## src/hw/rci_pkg.sv

```systemverilog
// Purpose: shared constants of the remote command interpreter
// Assumes: 20 MHz core clock
// Notes:   fault index 0..10 maps to codes 67..77 and messages E3..E13
package rci_pkg;
  localparam int          CLK_HZ      = 20_000_000;
  localparam int          BAUD_A      = 1200;
  localparam int          BAUD_B      = 2400;
  localparam int          BAUD_C      = 9600;
  localparam int          BAUD_D      = 19600;
  localparam int          BAUD_E      = 76800;
  localparam logic [14:0] DIV_A       = 15'(CLK_HZ / BAUD_A);
  localparam logic [14:0] DIV_B       = 15'(CLK_HZ / BAUD_B);
  localparam logic [14:0] DIV_C       = 15'(CLK_HZ / BAUD_C);
  localparam logic [14:0] DIV_D       = 15'(CLK_HZ / BAUD_D);
  localparam logic [14:0] DIV_E       = 15'(CLK_HZ / BAUD_E);
  localparam int          SEL_STRAP   = 5;
  localparam logic [4:0]  ADDR_MIN    = 5'h01;
  localparam logic [4:0]  ADDR_MAX    = 5'h1E;
  localparam logic [7:0]  CH_LF       = 8'h0A;
  localparam logic [7:0]  CH_E        = 8'h45;
  localparam logic [7:0]  CH_P        = 8'h50;
  localparam logic [7:0]  CH_G        = 8'h47;
  localparam logic [7:0]  CH_R        = 8'h52;
  localparam logic [7:0]  CH_0        = 8'h30;
  localparam logic [7:0]  CH_9        = 8'h39;
  localparam logic [2:0]  MAX_DIGITS  = 3'h4;
  localparam logic [2:0]  GAIN_DIGITS = 3'h4;
  localparam logic [13:0] GAIN_TOP    = 14'h0FFF;
  localparam logic [11:0] GAIN_MIN    = 12'hFFF;
  localparam int          NFAULT      = 11;
  localparam logic [7:0]  STB_BASE    = 8'h43;
  localparam logic [3:0]  MSG_BASE    = 4'h3;
  localparam logic [3:0]  MSG_TEN     = 4'hA;
  localparam int          FIFO_W      = 8;
  localparam int          FIFO_DEPTH  = 8;
endpackage

```

## src/hw/rci_fifo_if.sv

```systemverilog
// Purpose: valid/ready carrier around the transmit FIFO
// Assumes: one clock domain
// Notes:   src fills, snk drains
interface rci_fifo_if #(parameter int W = 8);
  logic         wr_valid;
  logic         wr_ready;
  logic [W-1:0] wr_data;
  logic         rd_valid;
  logic         rd_ready;
  logic [W-1:0] rd_data;
  modport fifo (input wr_valid, wr_data, rd_ready,
                output wr_ready, rd_valid, rd_data);
  modport src  (output wr_valid, wr_data, input wr_ready);
  modport snk  (input rd_valid, rd_data, output rd_ready);
endinterface

```

## src/hw/rci_fifo.sv

```systemverilog
// Purpose: small synchronous FIFO with valid/ready on both sides
// Assumes: depth is a power of two
// Notes:   rd_data is the registered head entry
module rci_fifo #(
  parameter int W     = 8,
  parameter int DEPTH = 8
) (
  input  wire logic core_clk_i,
  input  wire logic reset_i,
  input  wire logic clk_en_i,
  rci_fifo_if.fifo  port
);
  localparam int AW = $clog2(DEPTH);
  typedef struct packed {
    logic [DEPTH-1:0][W-1:0] mem;
    logic [AW-1:0]           wp;
    logic [AW-1:0]           rp;
    logic [AW:0]             cnt;
  } rci_fifo_s;
  rci_fifo_s q_reg;
  rci_fifo_s q_next;
  logic      push;
  logic      pop;

  // Honest flags from the occupancy count
  assign port.wr_ready = (q_reg.cnt != (AW+1)'(DEPTH));
  assign port.rd_valid = (q_reg.cnt != '0);
  assign port.rd_data  = q_reg.mem[q_reg.rp];
  assign push          = port.wr_valid & port.wr_ready;
  assign pop           = port.rd_valid & port.rd_ready;

  // Pointer and count update
  always_comb
  begin
    q_next = q_reg;
    if (push)
    begin
      q_next.mem[q_reg.wp] = port.wr_data;
      q_next.wp            = q_reg.wp + 1'b1;
    end
    if (pop)
      q_next.rp = q_reg.rp + 1'b1;
    q_next.cnt = q_reg.cnt + {{AW{1'b0}}, push} - {{AW{1'b0}}, pop};
  end

  // State register
  always_ff @(posedge core_clk_i)
  begin
    if (reset_i)
      q_reg <= '0;
    else if (clk_en_i)
      q_reg <= q_next;
  end
endmodule

```

## src/hw/rci_top.sv

```systemverilog
// Purpose: remote command interpreter, parallel bus or serial line
// Assumes: inputs synchronous to core_clk_i; bus handshake done outside
// Notes:   bad command/parameter and transmission errors not reported
// Operation
// - Bus address valid only one to thirty
// - Address straps binary, switch one is LSB
// - Frame: letter, up to four digits, LF
// - Upper-case letters only match commands
// - Bus ends command on LF or EOI
// - Character after terminator starts new command
// - Service request while any error pending, parallel mode only
// - Status byte holds binary error code
// - Bad command/parameter/transmission errors not reported
// - Serial link valid only with carrier detect
// - Transmit only while clear-to-send asserted
// - Finish current character when clear-to-send drops
// - Terminal ready held asserted in serial mode
// - Request-to-send gates incoming serial data
// - Serial terminator is line feed only
// - Serial error message sent immediately; code queues it only in remote mode
// - Serial frame eight data, no parity, one stop
// - Power command: zero off, one on
// - Gain command loads four-digit value
// - Reset clears faults whose cause is gone
// - Strap six selects serial, else parallel
// - Straps read only once after power-up
// - One-hot straps pick baud, else 1200
module rci_top
  import rci_pkg::*;
#(
  parameter logic [14:0] BAUD_DIV_A = DIV_A,
  parameter logic [14:0] BAUD_DIV_B = DIV_B
) (
  input  wire logic              core_clk_i,
  input  wire logic              reset_i,
  input  wire logic              clk_en_i,
  input  wire logic [5:0]        straps_i,
  input  wire logic              remote_i,
  input  wire logic              local_power_btn_i,
  input  wire logic [11:0]       local_gain_i,
  input  wire logic              local_fault_reset_i,
  input  wire logic [NFAULT-1:0] fault_i,
  input  wire logic [7:0]        bus_data_i,
  input  wire logic              bus_valid_i,
  input  wire logic              bus_eoi_i,
  output logic                   bus_ready_o,
  output logic [4:0]             bus_addr_o,
  output logic                   bus_addr_ok_o,
  output logic                   srq_o,
  output logic [7:0]             stb_o,
  input  wire logic              rxd_i,
  input  wire logic              dcd_i,
  input  wire logic              cts_i,
  output logic                   txd_o,
  output logic                   rts_o,
  output logic                   dtr_o,
  output logic                   link_ok_o,
  output logic                   serial_mode_o,
  output logic                   power_on_o,
  output logic [11:0]            gain_o,
  output logic [NFAULT-1:0]      fault_latched_o
);
  typedef enum logic [1:0] {
    PS_LETTER = 2'b00,
    PS_PARAM  = 2'b01,
    PS_BAD    = 2'b10
  } rci_pst_e;
  typedef enum logic [2:0] {
    MS_IDLE = 3'b000,
    MS_E    = 3'b001,
    MS_TENS = 3'b010,
    MS_ONES = 3'b011,
    MS_LF   = 3'b100
  } rci_mst_e;
  typedef enum logic [1:0] {
    RS_IDLE  = 2'b00,
    RS_START = 2'b01,
    RS_DATA  = 2'b10,
    RS_STOP  = 2'b11
  } rci_rst_e;
  typedef struct packed {
    logic              strap_done;
    logic              serial;
    logic [4:0]        addr;
    logic [14:0]       div;
    logic              remote_q;
    logic              btn_q;
    logic              power;
    logic [11:0]       gain;
    logic [NFAULT-1:0] latched;
    logic [NFAULT-1:0] to_send;
    rci_pst_e          pst;
    logic [7:0]        cmd;
    logic [2:0]        ndig;
    logic [13:0]       val;
    rci_mst_e          mst;
    logic [3:0]        mnum;
    rci_rst_e          rst;
    logic [14:0]       rcnt;
    logic [2:0]        rbit;
    logic [7:0]        rsh;
    logic              txbusy;
    logic [14:0]       tcnt;
    logic [3:0]        tbit;
    logic [9:0]        tsh;
    logic [7:0]        stb;
    logic              srq;
  } rci_state_s;
  rci_state_s q_reg, q_next;
  rci_fifo_if #(.W(FIFO_W)) txq ();
  // Lowest set bit: {found, index}
  function automatic logic [4:0] low_idx(input logic [NFAULT-1:0] v);
    logic [4:0] r;
    r = '0;
    for (int i = NFAULT - 1; i >= 0; i--)
      if (v[i])
        r = {1'b1, 4'(i)};
    return r;
  endfunction
  // Transmit queue between message builder and serial sender
  rci_fifo #(.W(FIFO_W), .DEPTH(FIFO_DEPTH)) u_txq (
    .core_clk_i (core_clk_i),
    .reset_i    (reset_i),
    .clk_en_i   (clk_en_i),
    .port       (txq)
  );
  // Handshake terms
  assign rts_o       = q_reg.strap_done & q_reg.serial
                     & q_reg.remote_q;
  assign bus_ready_o = q_reg.strap_done & ~q_reg.serial & q_reg.remote_q;
  assign txq.rd_ready = ~q_reg.txbusy & cts_i & q_reg.serial;
  assign txq.wr_valid = (q_reg.mst != MS_IDLE);
  // Message character for the current builder state
  always_comb
  begin
    case (q_reg.mst)
      MS_E:    txq.wr_data = CH_E;
      MS_TENS: txq.wr_data = CH_0 + 8'h01;
      MS_ONES: txq.wr_data = CH_0 + {4'h0, (q_reg.mnum >= MSG_TEN)
                             ? q_reg.mnum - MSG_TEN : q_reg.mnum};
      default: txq.wr_data = CH_LF;
    endcase
  end
  // Outputs from registered state; link_ok_o also follows dcd_i directly
  assign bus_addr_o      = q_reg.addr;
  assign bus_addr_ok_o   = q_reg.strap_done & ~q_reg.serial
                         & (q_reg.addr >= ADDR_MIN)
                         & (q_reg.addr <= ADDR_MAX);
  assign srq_o           = q_reg.srq;
  assign stb_o           = q_reg.stb;
  assign txd_o           = q_reg.tsh[0];
  assign dtr_o           = q_reg.strap_done & q_reg.serial;
  assign link_ok_o       = rts_o & dcd_i;
  assign serial_mode_o   = q_reg.serial;
  assign power_on_o      = q_reg.power;
  assign gain_o          = q_reg.gain;
  assign fault_latched_o = q_reg.latched;
  // Next-state logic of the whole block
  always_comb
  begin
    logic              rx_stb, in_v, is_lf, term, is_dig, clr;
    logic [7:0]        in_c;
    logic [4:0]        li;
    logic [NFAULT-1:0] newf;
    rx_stb = 1'b0;
    in_v   = 1'b0;
    in_c   = '0;
    is_lf  = 1'b0;
    term   = 1'b0;
    is_dig = 1'b0;
    clr    = 1'b0;
    li     = '0;
    newf   = '0;
    q_next = q_reg;
    // Strap capture on the first enabled cycle after reset
    if (!q_reg.strap_done)
    begin
      q_next.strap_done = 1'b1;
      q_next.serial     = straps_i[SEL_STRAP];
      q_next.addr       = straps_i[4:0];
      case (straps_i[4:0])
        5'h02:   q_next.div = BAUD_DIV_B;
        5'h04:   q_next.div = DIV_C;
        5'h08:   q_next.div = DIV_D;
        5'h10:   q_next.div = DIV_E;
        default: q_next.div = BAUD_DIV_A;
      endcase
    end
    // Serial receiver, 8 data bits, 1 stop, no parity
    q_next.rcnt = q_reg.rcnt + 15'h0001;
    case (q_reg.rst)
      RS_IDLE:
      begin
        q_next.rcnt = '0;
        if (rts_o && !rxd_i)
          q_next.rst = RS_START;
      end
      RS_START:
        if (q_reg.rcnt == {1'b0, q_reg.div[14:1]})
        begin
          q_next.rcnt = '0;
          q_next.rbit = '0;
          q_next.rst  = rxd_i ? RS_IDLE : RS_DATA;
        end
      RS_DATA:
        if (q_reg.rcnt == q_reg.div - 15'h0001)
        begin
          q_next.rcnt = '0;
          q_next.rsh  = {rxd_i, q_reg.rsh[7:1]};
          q_next.rbit = q_reg.rbit + 3'h1;
          if (q_reg.rbit == 3'h7)
            q_next.rst = RS_STOP;
        end
      RS_STOP:
        if (q_reg.rcnt == q_reg.div - 15'h0001)
        begin
          rx_stb     = rxd_i;                          // Framing check
          q_next.rst = RS_IDLE;
        end
      default: q_next.rst = RS_IDLE;
    endcase
    // Character source: serial needs carrier, bus may flag end
    if (q_reg.serial)
    begin
      in_v = rx_stb & dcd_i;
      in_c = q_reg.rsh;
    end
    else
    begin
      in_v = bus_valid_i & bus_ready_o & bus_addr_ok_o;
      in_c = bus_data_i;
    end
    is_lf  = (in_c == CH_LF);
    term   = is_lf | (~q_reg.serial & bus_eoi_i);
    is_dig = (in_c >= CH_0) && (in_c <= CH_9);
    // Command parser
    if (in_v)
    begin
      case (q_reg.pst)
        PS_LETTER:
          if (!is_lf)
          begin
            q_next.cmd  = in_c;
            q_next.ndig = '0;
            q_next.val  = '0;
            q_next.pst  = PS_PARAM;
          end
        PS_PARAM:
          if (!is_lf)
          begin
            if (is_dig && q_reg.ndig < MAX_DIGITS)
            begin
              q_next.val  = 14'(q_reg.val * 14'h000A)
                          + {10'h000, 4'(in_c - CH_0)};
              q_next.ndig = q_reg.ndig + 3'h1;
            end
            else
              q_next.pst = PS_BAD;                     // Silently dropped
          end
        default: ;
      endcase
      // Terminator executes a clean frame and rearms for a letter
      if (term)
      begin
        if (q_next.pst == PS_PARAM)
        begin
          case (q_next.cmd)
            CH_P:
              if (q_next.ndig == 3'h1 && q_next.val <= 14'h0001)
                q_next.power = q_next.val[0];
            CH_G:
              if (q_next.ndig == GAIN_DIGITS
                  && q_next.val <= GAIN_TOP)
                q_next.gain = q_next.val[11:0];
            CH_R:
              if (q_next.ndig == 3'h0)
                clr = 1'b1;
            default: ;
          endcase
        end
        q_next.pst = PS_LETTER;
      end
    end
    // Local controls act only outside remote mode
    q_next.remote_q = remote_i;
    q_next.btn_q    = local_power_btn_i;
    if (!remote_i)
    begin
      q_next.gain = local_gain_i;
      if (local_power_btn_i && !q_reg.btn_q)
        q_next.power = ~q_reg.power;
      clr = local_fault_reset_i;
    end
    else if (!q_reg.remote_q)
    begin
      q_next.power = 1'b0;
      q_next.gain  = GAIN_MIN;
      q_next.pst   = PS_LETTER;
    end
    // Fault latches: a present cause always wins over a clear
    newf = fault_i & ~q_reg.latched;
    q_next.latched = clr ? fault_i
                   : (q_reg.latched | fault_i);
    // Status byte and service request from the lowest pending fault
    li = low_idx(q_next.latched);
    q_next.stb = li[4] ? STB_BASE + {4'h0, li[3:0]} : 8'h00;
    q_next.srq = li[4] & ~q_next.serial;
    // Message builder: pick a new fault and queue its text
    li = low_idx(q_reg.to_send);
    case (q_reg.mst)
      MS_IDLE:
        if (li[4])
        begin
          q_next.mnum = MSG_BASE + li[3:0];
          q_next.to_send[li[3:0]] = 1'b0;
          q_next.mst = MS_E;
        end
      MS_E:
        if (txq.wr_ready)
          q_next.mst = (q_reg.mnum >= MSG_TEN) ? MS_TENS : MS_ONES;
      MS_TENS:
        if (txq.wr_ready)
          q_next.mst = MS_ONES;
      MS_ONES:
        if (txq.wr_ready)
          q_next.mst = MS_LF;
      MS_LF:
        if (txq.wr_ready)
          q_next.mst = MS_IDLE;
      default: q_next.mst = MS_IDLE;
    endcase
    if (q_reg.serial && q_reg.remote_q)
      q_next.to_send = q_next.to_send | newf;
    // Serial sender; a started character always completes
    if (txq.rd_valid && txq.rd_ready)
    begin
      q_next.tsh    = {1'b1, txq.rd_data, 1'b0};
      q_next.tbit   = '0;
      q_next.tcnt   = '0;
      q_next.txbusy = 1'b1;
    end
    else if (q_reg.txbusy)
    begin
      q_next.tcnt = q_reg.tcnt + 15'h0001;
      if (q_reg.tcnt == q_reg.div - 15'h0001)
      begin
        q_next.tcnt = '0;
        q_next.tsh  = {1'b1, q_reg.tsh[9:1]};
        q_next.tbit = q_reg.tbit + 4'h1;
        if (q_reg.tbit == 4'h9)
          q_next.txbusy = 1'b0;
      end
    end
  end
  // State register
  always_ff @(posedge core_clk_i)
  begin
    if (reset_i)
    begin
      q_reg     <= '0;
      q_reg.tsh <= 10'h3FF;                            // Line idles high
    end
    else if (clk_en_i)
      q_reg <= q_next;
  end
endmodule

```

## config.mk

```make
export PLATFORM = sky130hd
export DESIGN_NAME = rci_top
export DESIGN_NICKNAME = d
export VERILOG_FILES = /design/src/hw/rci_pkg.sv /design/src/hw/rci_fifo_if.sv /design/src/hw/rci_fifo.sv /design/src/hw/rci_top.sv
export SDC_FILE = /design/constraint.sdc
export NUM_CORES = 1
export LEC_CHECK = 0
export ABC_CLOCK_PERIOD_IN_PS = 4740
export CAP_MARGIN = 10
export CELL_PAD_IN_SITES_DETAIL_PLACEMENT = 1
export CELL_PAD_IN_SITES_GLOBAL_PLACEMENT = 2
export CORE_MARGIN = 8
export CORE_UTILIZATION = 40
export CTS_BUF_LIST = sky130_fd_sc_hd__clkbuf_2
export DETAILED_ROUTE_END_ITERATION = 12
export DONT_BUFFER_PORTS = 1
export GPL_TIMING_DRIVEN = 1
export PLACE_DENSITY_LB_ADDON = 0.3
export SYNTH_ARGS = -nofsm -noshare
export SYNTH_HDL_FRONTEND = slang
export SYNTH_SLANG_ARGS = --single-unit
```

## constraint.sdc

```tcl
create_clock -name core_clk_i -period 4.74 [get_ports core_clk_i]
set_input_delay 0.237 -clock core_clk_i [delete_from_list [all_inputs] [get_ports core_clk_i]]
set_output_delay 0.237 -clock core_clk_i [all_outputs]
set_load 0.01 [all_outputs]
```

==> results of run 1 <==
==> worst register-to-register path: cells and delay by family, from the launching register on <==
family	cells	cell delay (ps)
fa+ha+maj	3	920
flops	1	450
compound gates	8	1690
xor+xnor	1	220
simple gates	3	1040
==> through the flow <==
stage / cells / area, um^2 / hold slack, ps / utilization / power (uW)
finish: 1997 / 13700 / 68.7 / 0.446 / 3710
detailed placement: 1833 / 12500 / 332 / 0.408 / 2240
floorplan: 1541 / 12500 / 373 / - / 2200
CTS: 1994 / 13700 / 2.76 / 0.446 / 3780
global placement: 1833 / 12500 / 334 / 0.408 / 2230
global route: 1997 / 13700 / 42.0 / 0.446 / 3930
==> routing by layer <==
layer / share of wire / up-vias / global-route usage / routed length (um)
met2: 0.47 / 202 / 0.342 / 18100
met4: 0.017 / 0 / 0.0520 / 641
li1: - / 5487 / - / -
met1: 0.46 / 5458 / 0.263 / 17600
met5: 0 / - / 0 / 0
met3: 0.051 / 56 / 0.0398 / 1950
==> power groups by stage <==
stage / clock network [uW] / logic, uW / registers, uW
global placement: 0 / 306 / 1920
global route: 1590 / 444 / 1890
finish: 1430 / 402 / 1880
detailed placement: 0 / 312 / 1920
CTS: 1490 / 403 / 1880
floorplan: 0 / 318 / 1890
==> placed cells by master, fill, tap and decap left out, types with 41 or more instances in the layout <==
cell,count
a21oi_1,122
clkbuf_2,82
dfxtp_1,213
dlygate4sd3_1,52
ha_1,43
inv_1,41
mux2i_1,57
nand2_1,124
nand3_1,46
nor2_1,236
o21ai_0,55
xnor2_1,53
==> timing repair <==
action	4_1_cts	5_1_grt
setup buffers	0	0
hold buffers	54	0
setup endpoints to repair	0	12
endpoints found under the hold margin	213	0
gates resized for setup	0	2
==> final timing paths <==
check,end,depth (start not counted),slack [ps],start
min,q_reg[92],6,70,bus_data_i[1]
max,gain_o[5],15,250,q_reg[75]
min reg2reg,q_reg[94],2,470,q_reg[94]
max reg2reg,gain_o[5],15,250,q_reg[75]
==> layout make-up <==
cell class | instances | area (um^2) | area share
multi-input cells | 1161 | 7450 | 0.545
flip-flops and latches | 213 | 4260 | 0.312
repair buffers | 75 | 733 | 0.0536
well taps | 396 | 495 | 0.0362
clock buffers | 82 | 410 | 0.0300
clock inverters | 25 | 161 | 0.0118
inverters | 42 | 158 | 0.0115
diodes | 3 | 7.51 | 0.000549
==> cells by family after synthesis <==
| group | Yosys count | synth area share |
|---|---|---|
| compound gates | 328 | 0.169 |
| other cells | 1 | 0.000301 |
| simple gates | 621 | 0.241 |
| xor+xnor | 88 | 0.0629 |
| mux | 76 | 0.0738 |
| flops | 213 | 0.342 |
| buf+inv | 167 | 0.0628 |
| fa+ha+maj | 46 | 0.0480 |
==> cell usage after synthesis (19+ instances only) <==
library cell	instances
nor2_1	236
ha_1	43
a22oi_1	24
mux2i_1	57
clkbuf_1	75
o21ai_0	56
xnor2_1	53
buf_4	37
inv_1	41
nand3_1	46
a211oi_1	27
nand3b_1	24
and3_1	25
nand4_1	19
a21oi_1	123
nor2b_1	19
nor3_1	39
nand2_1	124
dfxtp_1	213
xor2_1	34
==> results.sh, run 1 <==
export IMPL_cp_num_buf_inv=0
export IMPL_max_cap_violations=0
export IMPL_arrival_ps=5160
export IMPL_synth_edf_count=0
export IMPL_nFillCells=3735
export IMPL_grt_total_usage=0.203
export IMPL_dp_slack_ps=213
export IMPL_worst_path_max_fanout=12
export IMPL_power_frac_comb=0.108
export IMPL_synthFlopType="dfxtp_1"
export IMPL_firstDrtPassIters=5
export IMPL_cts_tree="yes"
export IMPL_layout_setup_ws_ps=250
export IMPL_worst_ep_required_time_ps=5410
export IMPL_syn_inst=1540
export IMPL_synth_top_area_share=0.342
export IMPL_setup_viol=0
export IMPL_clkSinkCount=213
export IMPL_cts_max_path_buffers=3
export IMPL_power_density_mw_per_mm2=271
export IMPL_switching_power_uw=1140
export IMPL_syn_to_final_growth_pct=9.72
export IMPL_rsz0062_at_grt="false"
export IMPL_grt_pass1_vias=11400
export IMPL_layout_drive_gt1_share=0.0982
export IMPL_ys_seq_elements=213
export IMPL_fp_dieW_um=193
export IMPL_syn_avg_cell_area_um2=8.10
export IMPL_path_cells="ha_1, ha_1, fa_1, a21o_1, a21oi_1, o21bai_1, a2111oi_0, nor2_1, xnor2_1, or4_1, a21o_1, a21oi_2, and4bb_2, o21ai_0, a21oi_1"
export IMPL_hold_viol_final=0
export IMPL_place_congestion=0.859
export IMPL_routed_wl_mm=38.2
export IMPL_synth_area_leader_cell="dfxtp_1"
export IMPL_synthDistinctLibCells=77
export IMPL_start_util=0.407
export IMPL_top_level_ports=93
export IMPL_port_buffer_count=0
export IMPL_clkPwrFrac=0.385
export IMPL_slowest_delay_ps=550
export IMPL_yosysSeqAreaShare=0.342
export IMPL_power_internal_uw=2570
export IMPL_postRouteAntennaNets=0
export IMPL_design_die_area_mm2=0.0371
export IMPL_largest_register_ffs=117
export IMPL_via_per_inst=5.61
export IMPL_cts_root_buf="clkbuf_2"
export IMPL_crit_path_start_kind="register"
export IMPL_remaining_drc_errors=0
export IMPL_crit_type="reg -> reg"
export IMPL_cp_end_kind="register"
export IMPL_period_share=0.947
export IMPL_cts_max_level=2
export IMPL_grt_pass1_wl_mm=61.7
export IMPL_power_frac_seq=0.507
export IMPL_finalMaxSlewViolations=0
export IMPL_yosysWarnings=0
export IMPL_avgRoutedWirePerCell_um=19.1
export IMPL_worst_slew_pin_slew_ps=1150
export IMPL_antenna_found_initial=2
export IMPL_critical_path_top_delay_family="compound AO/OA/AOI/OAI gates"
export IMPL_status="finished clean"
export IMPL_synthArstFlopShare=0
export IMPL_p_leak_uw=0.00515
export IMPL_worstSkewPairLatency_ps=860
export IMPL_fin_crit_ps=4490
export IMPL_hold_path_class="in -> reg"
export IMPL_tns_ps=0
export IMPL_relSlewSlack=0.231
export IMPL_slowest_stage="or4_1"
export IMPL_detail_route_iter0_violations=473
export IMPL_netlist_top_cells_area="dfxtp_1 34%, nor2_1 7.1%, a21oi_1 4.9%, mux2i_1 4.6%, ha_1 4.3%"
export IMPL_nNetsFinal=1647
export IMPL_mappedNetlistArea_mm2=0.0125
export IMPL_ir_drop_uv=160
export IMPL_vias=11200
export IMPL_fp_row_count=64
export IMPL_clock_fmax_mhz=223
export IMPL_path_clk_slew_ps=110
export IMPL_grt_max_degree=200
export IMPL_die_y_um=193
export IMPL_clock_skew_ps=60.7
export IMPL_core_area_mm2=0.0307
export IMPL_numCtsBuffers=60
export IMPL_dpl_hpwl_mm=26.4
export IMPL_switching_share=0.307
export IMPL_grt_overflow_total=0
Power figures use the tool's default switching activity.
==> inputs of run 2 (changes only) <==
PLACE_DENSITY = 0.81   (was unset)
PLACE_DENSITY_LB_ADDON = unset   (was 0.3)
==> run 2 against run 1 <==
Compared with the run above:
- global-route usage rose by 0.54 points
- sequential cell count did not move
- sequential power barely moved
- cell count rose by 1.1%
- sequential share of layout area fell by 0.62 points
- largest power group unchanged
==> results.sh, run 2 (synthesis gave the netlist of run 1 again) <==
export IMPL_power_density_mw_per_mm2=263
export IMPL_remaining_drc_errors=0
export IMPL_numCtsBuffers=59
export IMPL_layout_drive_gt1_share=0.0938
export IMPL_worst_ep_required_time_ps=5580
export IMPL_start_util=0.407
export IMPL_detail_route_iter0_violations=589
export IMPL_firstDrtPassIters=5
export IMPL_design_die_area_mm2=0.0371
export IMPL_rsz0062_at_grt="false"
export IMPL_setup_viol=0
export IMPL_avgRoutedWirePerCell_um=19.2
export IMPL_place_congestion=0.821
export IMPL_syn_to_final_growth_pct=11.9
export IMPL_final_common_cell="nor2_1"
export IMPL_min_path_cells=4
export IMPL_fp_row_count=64
export IMPL_worstSkewPairLatency_ps=1040
export IMPL_postRouteAntennaNets=0
export IMPL_nFillCells=3670
export IMPL_cts_setup_buffers=0
export IMPL_clock_fmax_mhz=226
export IMPL_finish_instance_area_mm2=0.0140
export IMPL_path_cells="ha_1, ha_1, fa_1, a21o_1, a21oi_1, o21bai_1, a2111oi_1, nor2_1, xnor2_1, or4_1, a21o_1, a21oi_2, and4bb_2, o21ai_0, a21oi_1"
export IMPL_dp_slack_ps=132
export IMPL_status="finished clean"
export IMPL_clock_skew_ps=85.4
export IMPL_grt_pass1_wl_mm=63.2
export IMPL_vias=11400
export IMPL_cts_tree="yes"
export IMPL_slowest_stage="or4_1"
export IMPL_cp_end_kind="register"
export IMPL_antenna_found_initial=4
export IMPL_cts_root_buf="clkbuf_2"
export IMPL_ir_drop_uv=268
export IMPL_max_cap_violations=0
export IMPL_rr_endpoint="gain_o[8]"
export IMPL_nNetsFinal=1678
export IMPL_arrival_ps=5270
export IMPL_clkSinkCount=213
export IMPL_slowest_delay_ps=530
export IMPL_via_per_inst=5.65
export IMPL_crit_path_start_kind="register"
export IMPL_worst_slew_pin_slew_ps=1140
export IMPL_cts_max_level=2
export IMPL_layout_setup_ws_ps=306
export IMPL_top_level_ports=93
export IMPL_die_y_um=193
export IMPL_hold_viol_final=0
export IMPL_hold_path_class="in -> reg"
export IMPL_fp_dieW_um=193
export IMPL_dpl_hpwl_mm=26.4
export IMPL_fin_crit_ps=4430
export IMPL_grt_pass1_vias=11800
export IMPL_hold_path_endpoint="q_reg[96]"
export IMPL_core_area_mm2=0.0307
export IMPL_hold_start="bus_data_i[5]"
export IMPL_tns_ps=0
export IMPL_grt_total_usage=0.208
export IMPL_grt_overflow_total=0
export IMPL_path_clk_slew_ps=100
export IMPL_relSlewSlack=0.237
export IMPL_grt_max_degree=200
export IMPL_routed_wl_mm=38.8
export IMPL_place_area_mm2=0.0125
export IMPL_port_buffer_count=0
export IMPL_reg2reg_depth=15
export IMPL_p_leak_uw=0.00524
export IMPL_cts_max_path_buffers=3
export IMPL_worst_path_max_fanout=12
export IMPL_crit_type="reg -> reg"
export IMPL_finalPower_uw=3670
export IMPL_largest_register_ffs=117
export IMPL_layout_common_cells="236 x nor2_1, 213 x dfxtp_1, 124 x nand2_1"
export IMPL_period_share=0.935
export IMPL_timing_rr_start="q_reg[75]"
export IMPL_rrSetupSlack_ps=310
export IMPL_finalMaxSlewViolations=0
-- run 2: report_power, final --
| part | switching, uW | internal [uW] | total (uW) | leakage, uW |
|---|---|---|---|---|
| clock | 846 | 517 | 1360 | 0.000386 |
| sequential | 58.2 | 1820 | 1880 | 0.00173 |
| combinational | 248 | 179 | 427 | 0.00313 |
| total | 1150 | 2520 | 3670 | 0.00524 |
-- run 2: metal layers --
layer,up-vias,track usage,part of all wire
li1,5533,-,-
met1,5588,0.273,0.47
met2,207,0.339,0.46
met3,73,0.0437,0.046
met4,4,0.0640,0.021
met5,-,0,0.00044
-- run 2: how the worst max path moves through the flow --
stage,start,cells after the start,to,slack (ps)
final,q_reg[75],15,gain_o[8],310
after global routing,q_reg[75],15,gain_o[8],10
after CTS,q_reg[138],14,stb_o[2],50
after detailed placement,q_reg[138],14,stb_o[2],130
after global placement,q_reg[138],14,stb_o[2],250
after floorplan,q_reg[75],16,gain_o[10],660
-- run 2: through the flow --
stage,hold WS [ps],utilization,cells
after global placement,336,0.408,1832
after floorplan,373,-,1541
after global routing,9.45,0.455,2019
after detailed placement,335,0.408,1832
final,110,0.455,2019
after CTS,2.80,0.454,2016
-- run 2: area by class of cell --
cell class | count | area [um^2] | area share
inverter | 42 | 158 | 0.0113
clock inverter | 20 | 128 | 0.00914
timing repair buffer | 106 | 1050 | 0.0749
clock buffer | 78 | 390 | 0.0280
antenna | 2 | 5.00 | 0.000359
tap | 396 | 495 | 0.0355
multi-input combinational | 1162 | 7470 | 0.535
sequential | 213 | 4260 | 0.305
-- run 2: timing repair --
item                                    in CTS  in global routing
hold endpoints to repair                   213                  0
hold buffers                                86                  0
gates resized for setup                      0                  5
endpoints found under the setup margin       0                 19
-- run 2: worst max-delay path, delay by kind of cell (launching register included) --
| family | cells | cell delay [ps] |
|---|---|---|
| AO/OA/AOI/OAI | 8 | 1740 |
| XOR/XNOR | 1 | 210 |
| adder cells (fa/ha/maj) | 3 | 920 |
| flip-flops | 1 | 430 |
| AND/OR/NAND/NOR | 3 | 1010 |
==> inputs of run 3 (changes only) <==
CORE_UTILIZATION = 35   (was 40)
PLACE_DENSITY = 0.72   (was 0.81)
==> run 3 against run 2 <==
Compared with the run above:
- sequential cell count unchanged
- first-iteration DRC count decreased by 21%
- die area increased by 13%
- wire length increased by 3.8%
- worst setup slack improved by 22 ps
- utilization decreased by 5.3 points
- clock skew decreased by 8.3 ps
- critical endpoint is now stb_o[2]
- via count decreased by 0.24%
- clock-buffer cell count increased by 9
- maximum frequency increased by 0.50%
- largest cell class unchanged
- sequential share of layout area decreased by 0.52 points
==> results.sh, run 3 (synthesis gave the netlist of run 1 again) <==
export IMPL_cp_common_cell="a221o_1"
export IMPL_worstSetupStartpoint="q_reg[138]"
export IMPL_fp_dieW_um=205
export IMPL_reg2reg_depth=15
export IMPL_max_cap_violations=0
export IMPL_firstDrtPassIters=5
export IMPL_layout_drive_gt1_share=0.104
export IMPL_finalMaxSlewViolations=0
export IMPL_path_cells="inv_1, ha_1, or3b_2, nor4b_1, buf_4, xnor2_1, nand4_1, or4_1, o21ai_4, a31oi_4, a21o_1, a221o_1, a31oi_2, nor3_1, a221o_1"
export IMPL_start_util=0.353
export IMPL_met1_usage=0.248
export IMPL_cts_max_level=2
export IMPL_grt_pass1_vias=12000
export IMPL_core_area_mm2=0.0353
export IMPL_p_leak_uw=0.00534
export IMPL_postRouteAntennaNets=0
export IMPL_routed_wl_mm=40.3
export IMPL_grt_busiest_layer="met2"
export IMPL_cp_end_kind="register"
export IMPL_slowest_delay_ps=700
export IMPL_rr_endpoint="stb_o[2]"
export IMPL_clkSinkCount=213
export IMPL_avgRoutedWirePerCell_um=19.2
export IMPL_final_common_cell="nor2_1"
export IMPL_period_share=0.931
export IMPL_syn_to_final_growth_pct=13.9
export IMPL_nFillCells=4254
export IMPL_grt_max_degree=200
export IMPL_numCtsBuffers=60
export IMPL_antenna_found_initial=3
export IMPL_clock_fmax_mhz=227
export IMPL_power_density_mw_per_mm2=259
export IMPL_crit_type="reg -> reg"
export IMPL_cts_tree="yes"
export IMPL_tns_ps=0
export IMPL_dpl_hpwl_mm=27.5
export IMPL_design_die_area_mm2=0.0419
export IMPL_holdWs_ps=142
export IMPL_arrival_ps=5260
export IMPL_worstSkewPairLatency_ps=990
export IMPL_port_buffer_count=0
export IMPL_top_level_ports=93
export IMPL_setup_viol=0
export IMPL_cts_max_path_buffers=3
export IMPL_via_per_inst=5.41
export IMPL_fp_row_count=69
export IMPL_crit_path_start_kind="register"
export IMPL_place_congestion=0.861
export IMPL_largest_register_ffs=117
export IMPL_nNetsFinal=1697
export IMPL_cts_root_buf="clkbuf_2"
export IMPL_fin_crit_ps=4410
export IMPL_vias=11400
export IMPL_timing_rr_start="q_reg[138]"
export IMPL_slowest_stage="or4_1"
export IMPL_ir_drop_uv=161
export IMPL_finalPower_uw=3680
export IMPL_rrSetupSlack_ps=330
export IMPL_worst_ep_required_time_ps=5590
export IMPL_status="finished clean"
export IMPL_die_y_um=205
export IMPL_hold_viol_final=0
export IMPL_grt_total_usage=0.193
export IMPL_grt_overflow_total=0
export IMPL_hold_path_class="in -> reg"
export IMPL_path_clk_slew_ps=90
export IMPL_rsz0062_at_grt="false"
export IMPL_use_met2=0.314
export IMPL_worst_slew_pin_slew_ps=1080
export IMPL_clock_skew_ps=77.1
export IMPL_worst_path_max_fanout=18
export IMPL_detail_route_iter0_violations=468
export IMPL_grt_use_met3=0.0381
export IMPL_layout_common_cells="236 x nor2_1, 212 x dfxtp_1, 124 x nand2_1"
export IMPL_grt_pass1_wl_mm=65.7
export IMPL_remaining_drc_errors=0
export IMPL_relSlewSlack=0.282
export IMPL_crit_end="stb_o[2]"
[run 3: stage by stage]
step           instance area, um^2   util  cells  setup slack [ps]
4_1_cts                      14200  0.401   2101              30.2
3_5_place_dp                 12700  0.358   1905               294
2_1_floorplan                12500      -   1541               656
5_1_grt                      14200  0.402   2104              6.48
6_report                     14200  0.402   2104               329
3_3_place_gp                 12700  0.358   1905               325
[run 3: routing by layer]
layer | part of all wire | wire length, um
met4 | 0.028 | 1140
met5 | 0.00030 | 12
met3 | 0.044 | 1780
met2 | 0.46 | 18400
met1 | 0.47 | 19000
[run 3: repair_timing]
action                                 CTS  global route
resized for setup                        0             8
setup buffers                            0             2
hold buffers                            96             0
setup endpoints to repair                0            28
endpoints found under the hold margin  213             0
[run 3: worst max-delay path: cells and delay by family (launching register included)]
| kind | cells | cell delay (ps) |
|---|---|---|
| adders and majority gates | 1 | 200 |
| AOI/OAI and AO/OA | 6 | 1690 |
| xor gates and xnor gates | 1 | 100 |
| and+or+nand+nor | 5 | 1650 |
| DFF | 1 | 400 |
| buffers and inverters | 2 | 270 |
[run 3: how the worst min path moves through the flow]
| stage | slack [ps] | start | to | cells past startpoint |
|---|---|---|---|---|
| after floorplan | 370 | straps_i[0] | bus_addr_o[0] | 2 |
| after global placement | 330 | reset_i | q_reg[102] | 1 |
| after detailed placement | 330 | reset_i | q_reg[103] | 1 |
| after CTS | 3 | straps_i[3] | bus_addr_o[3] | 3 |
| after global routing | 60 | straps_i[3] | bus_addr_o[3] | 3 |
| final | 140 | fault_i[1] | q_reg[102] | 3 |
[run 3: area by class of cell]
cell class	count	area, um^2	share of cell area
multi-input cells	1161	7470	0.526
flip-flops and latches	213	4270	0.300
repair buffers	125	1210	0.0854
well taps	461	577	0.0406
clock buffers	87	435	0.0307
inverters	42	158	0.0111
clock inverters	13	80.1	0.00564
diodes	2	5.00	0.000352
[run 3: where the power goes]
| part | internal (uW) | switching [uW] | leakage, uW |
|---|---|---|---|
| Clock | 540 | 820 | 0.000398 |
| Combinational | 186 | 252 | 0.00321 |
| Sequential | 1820 | 57.7 | 0.00173 |
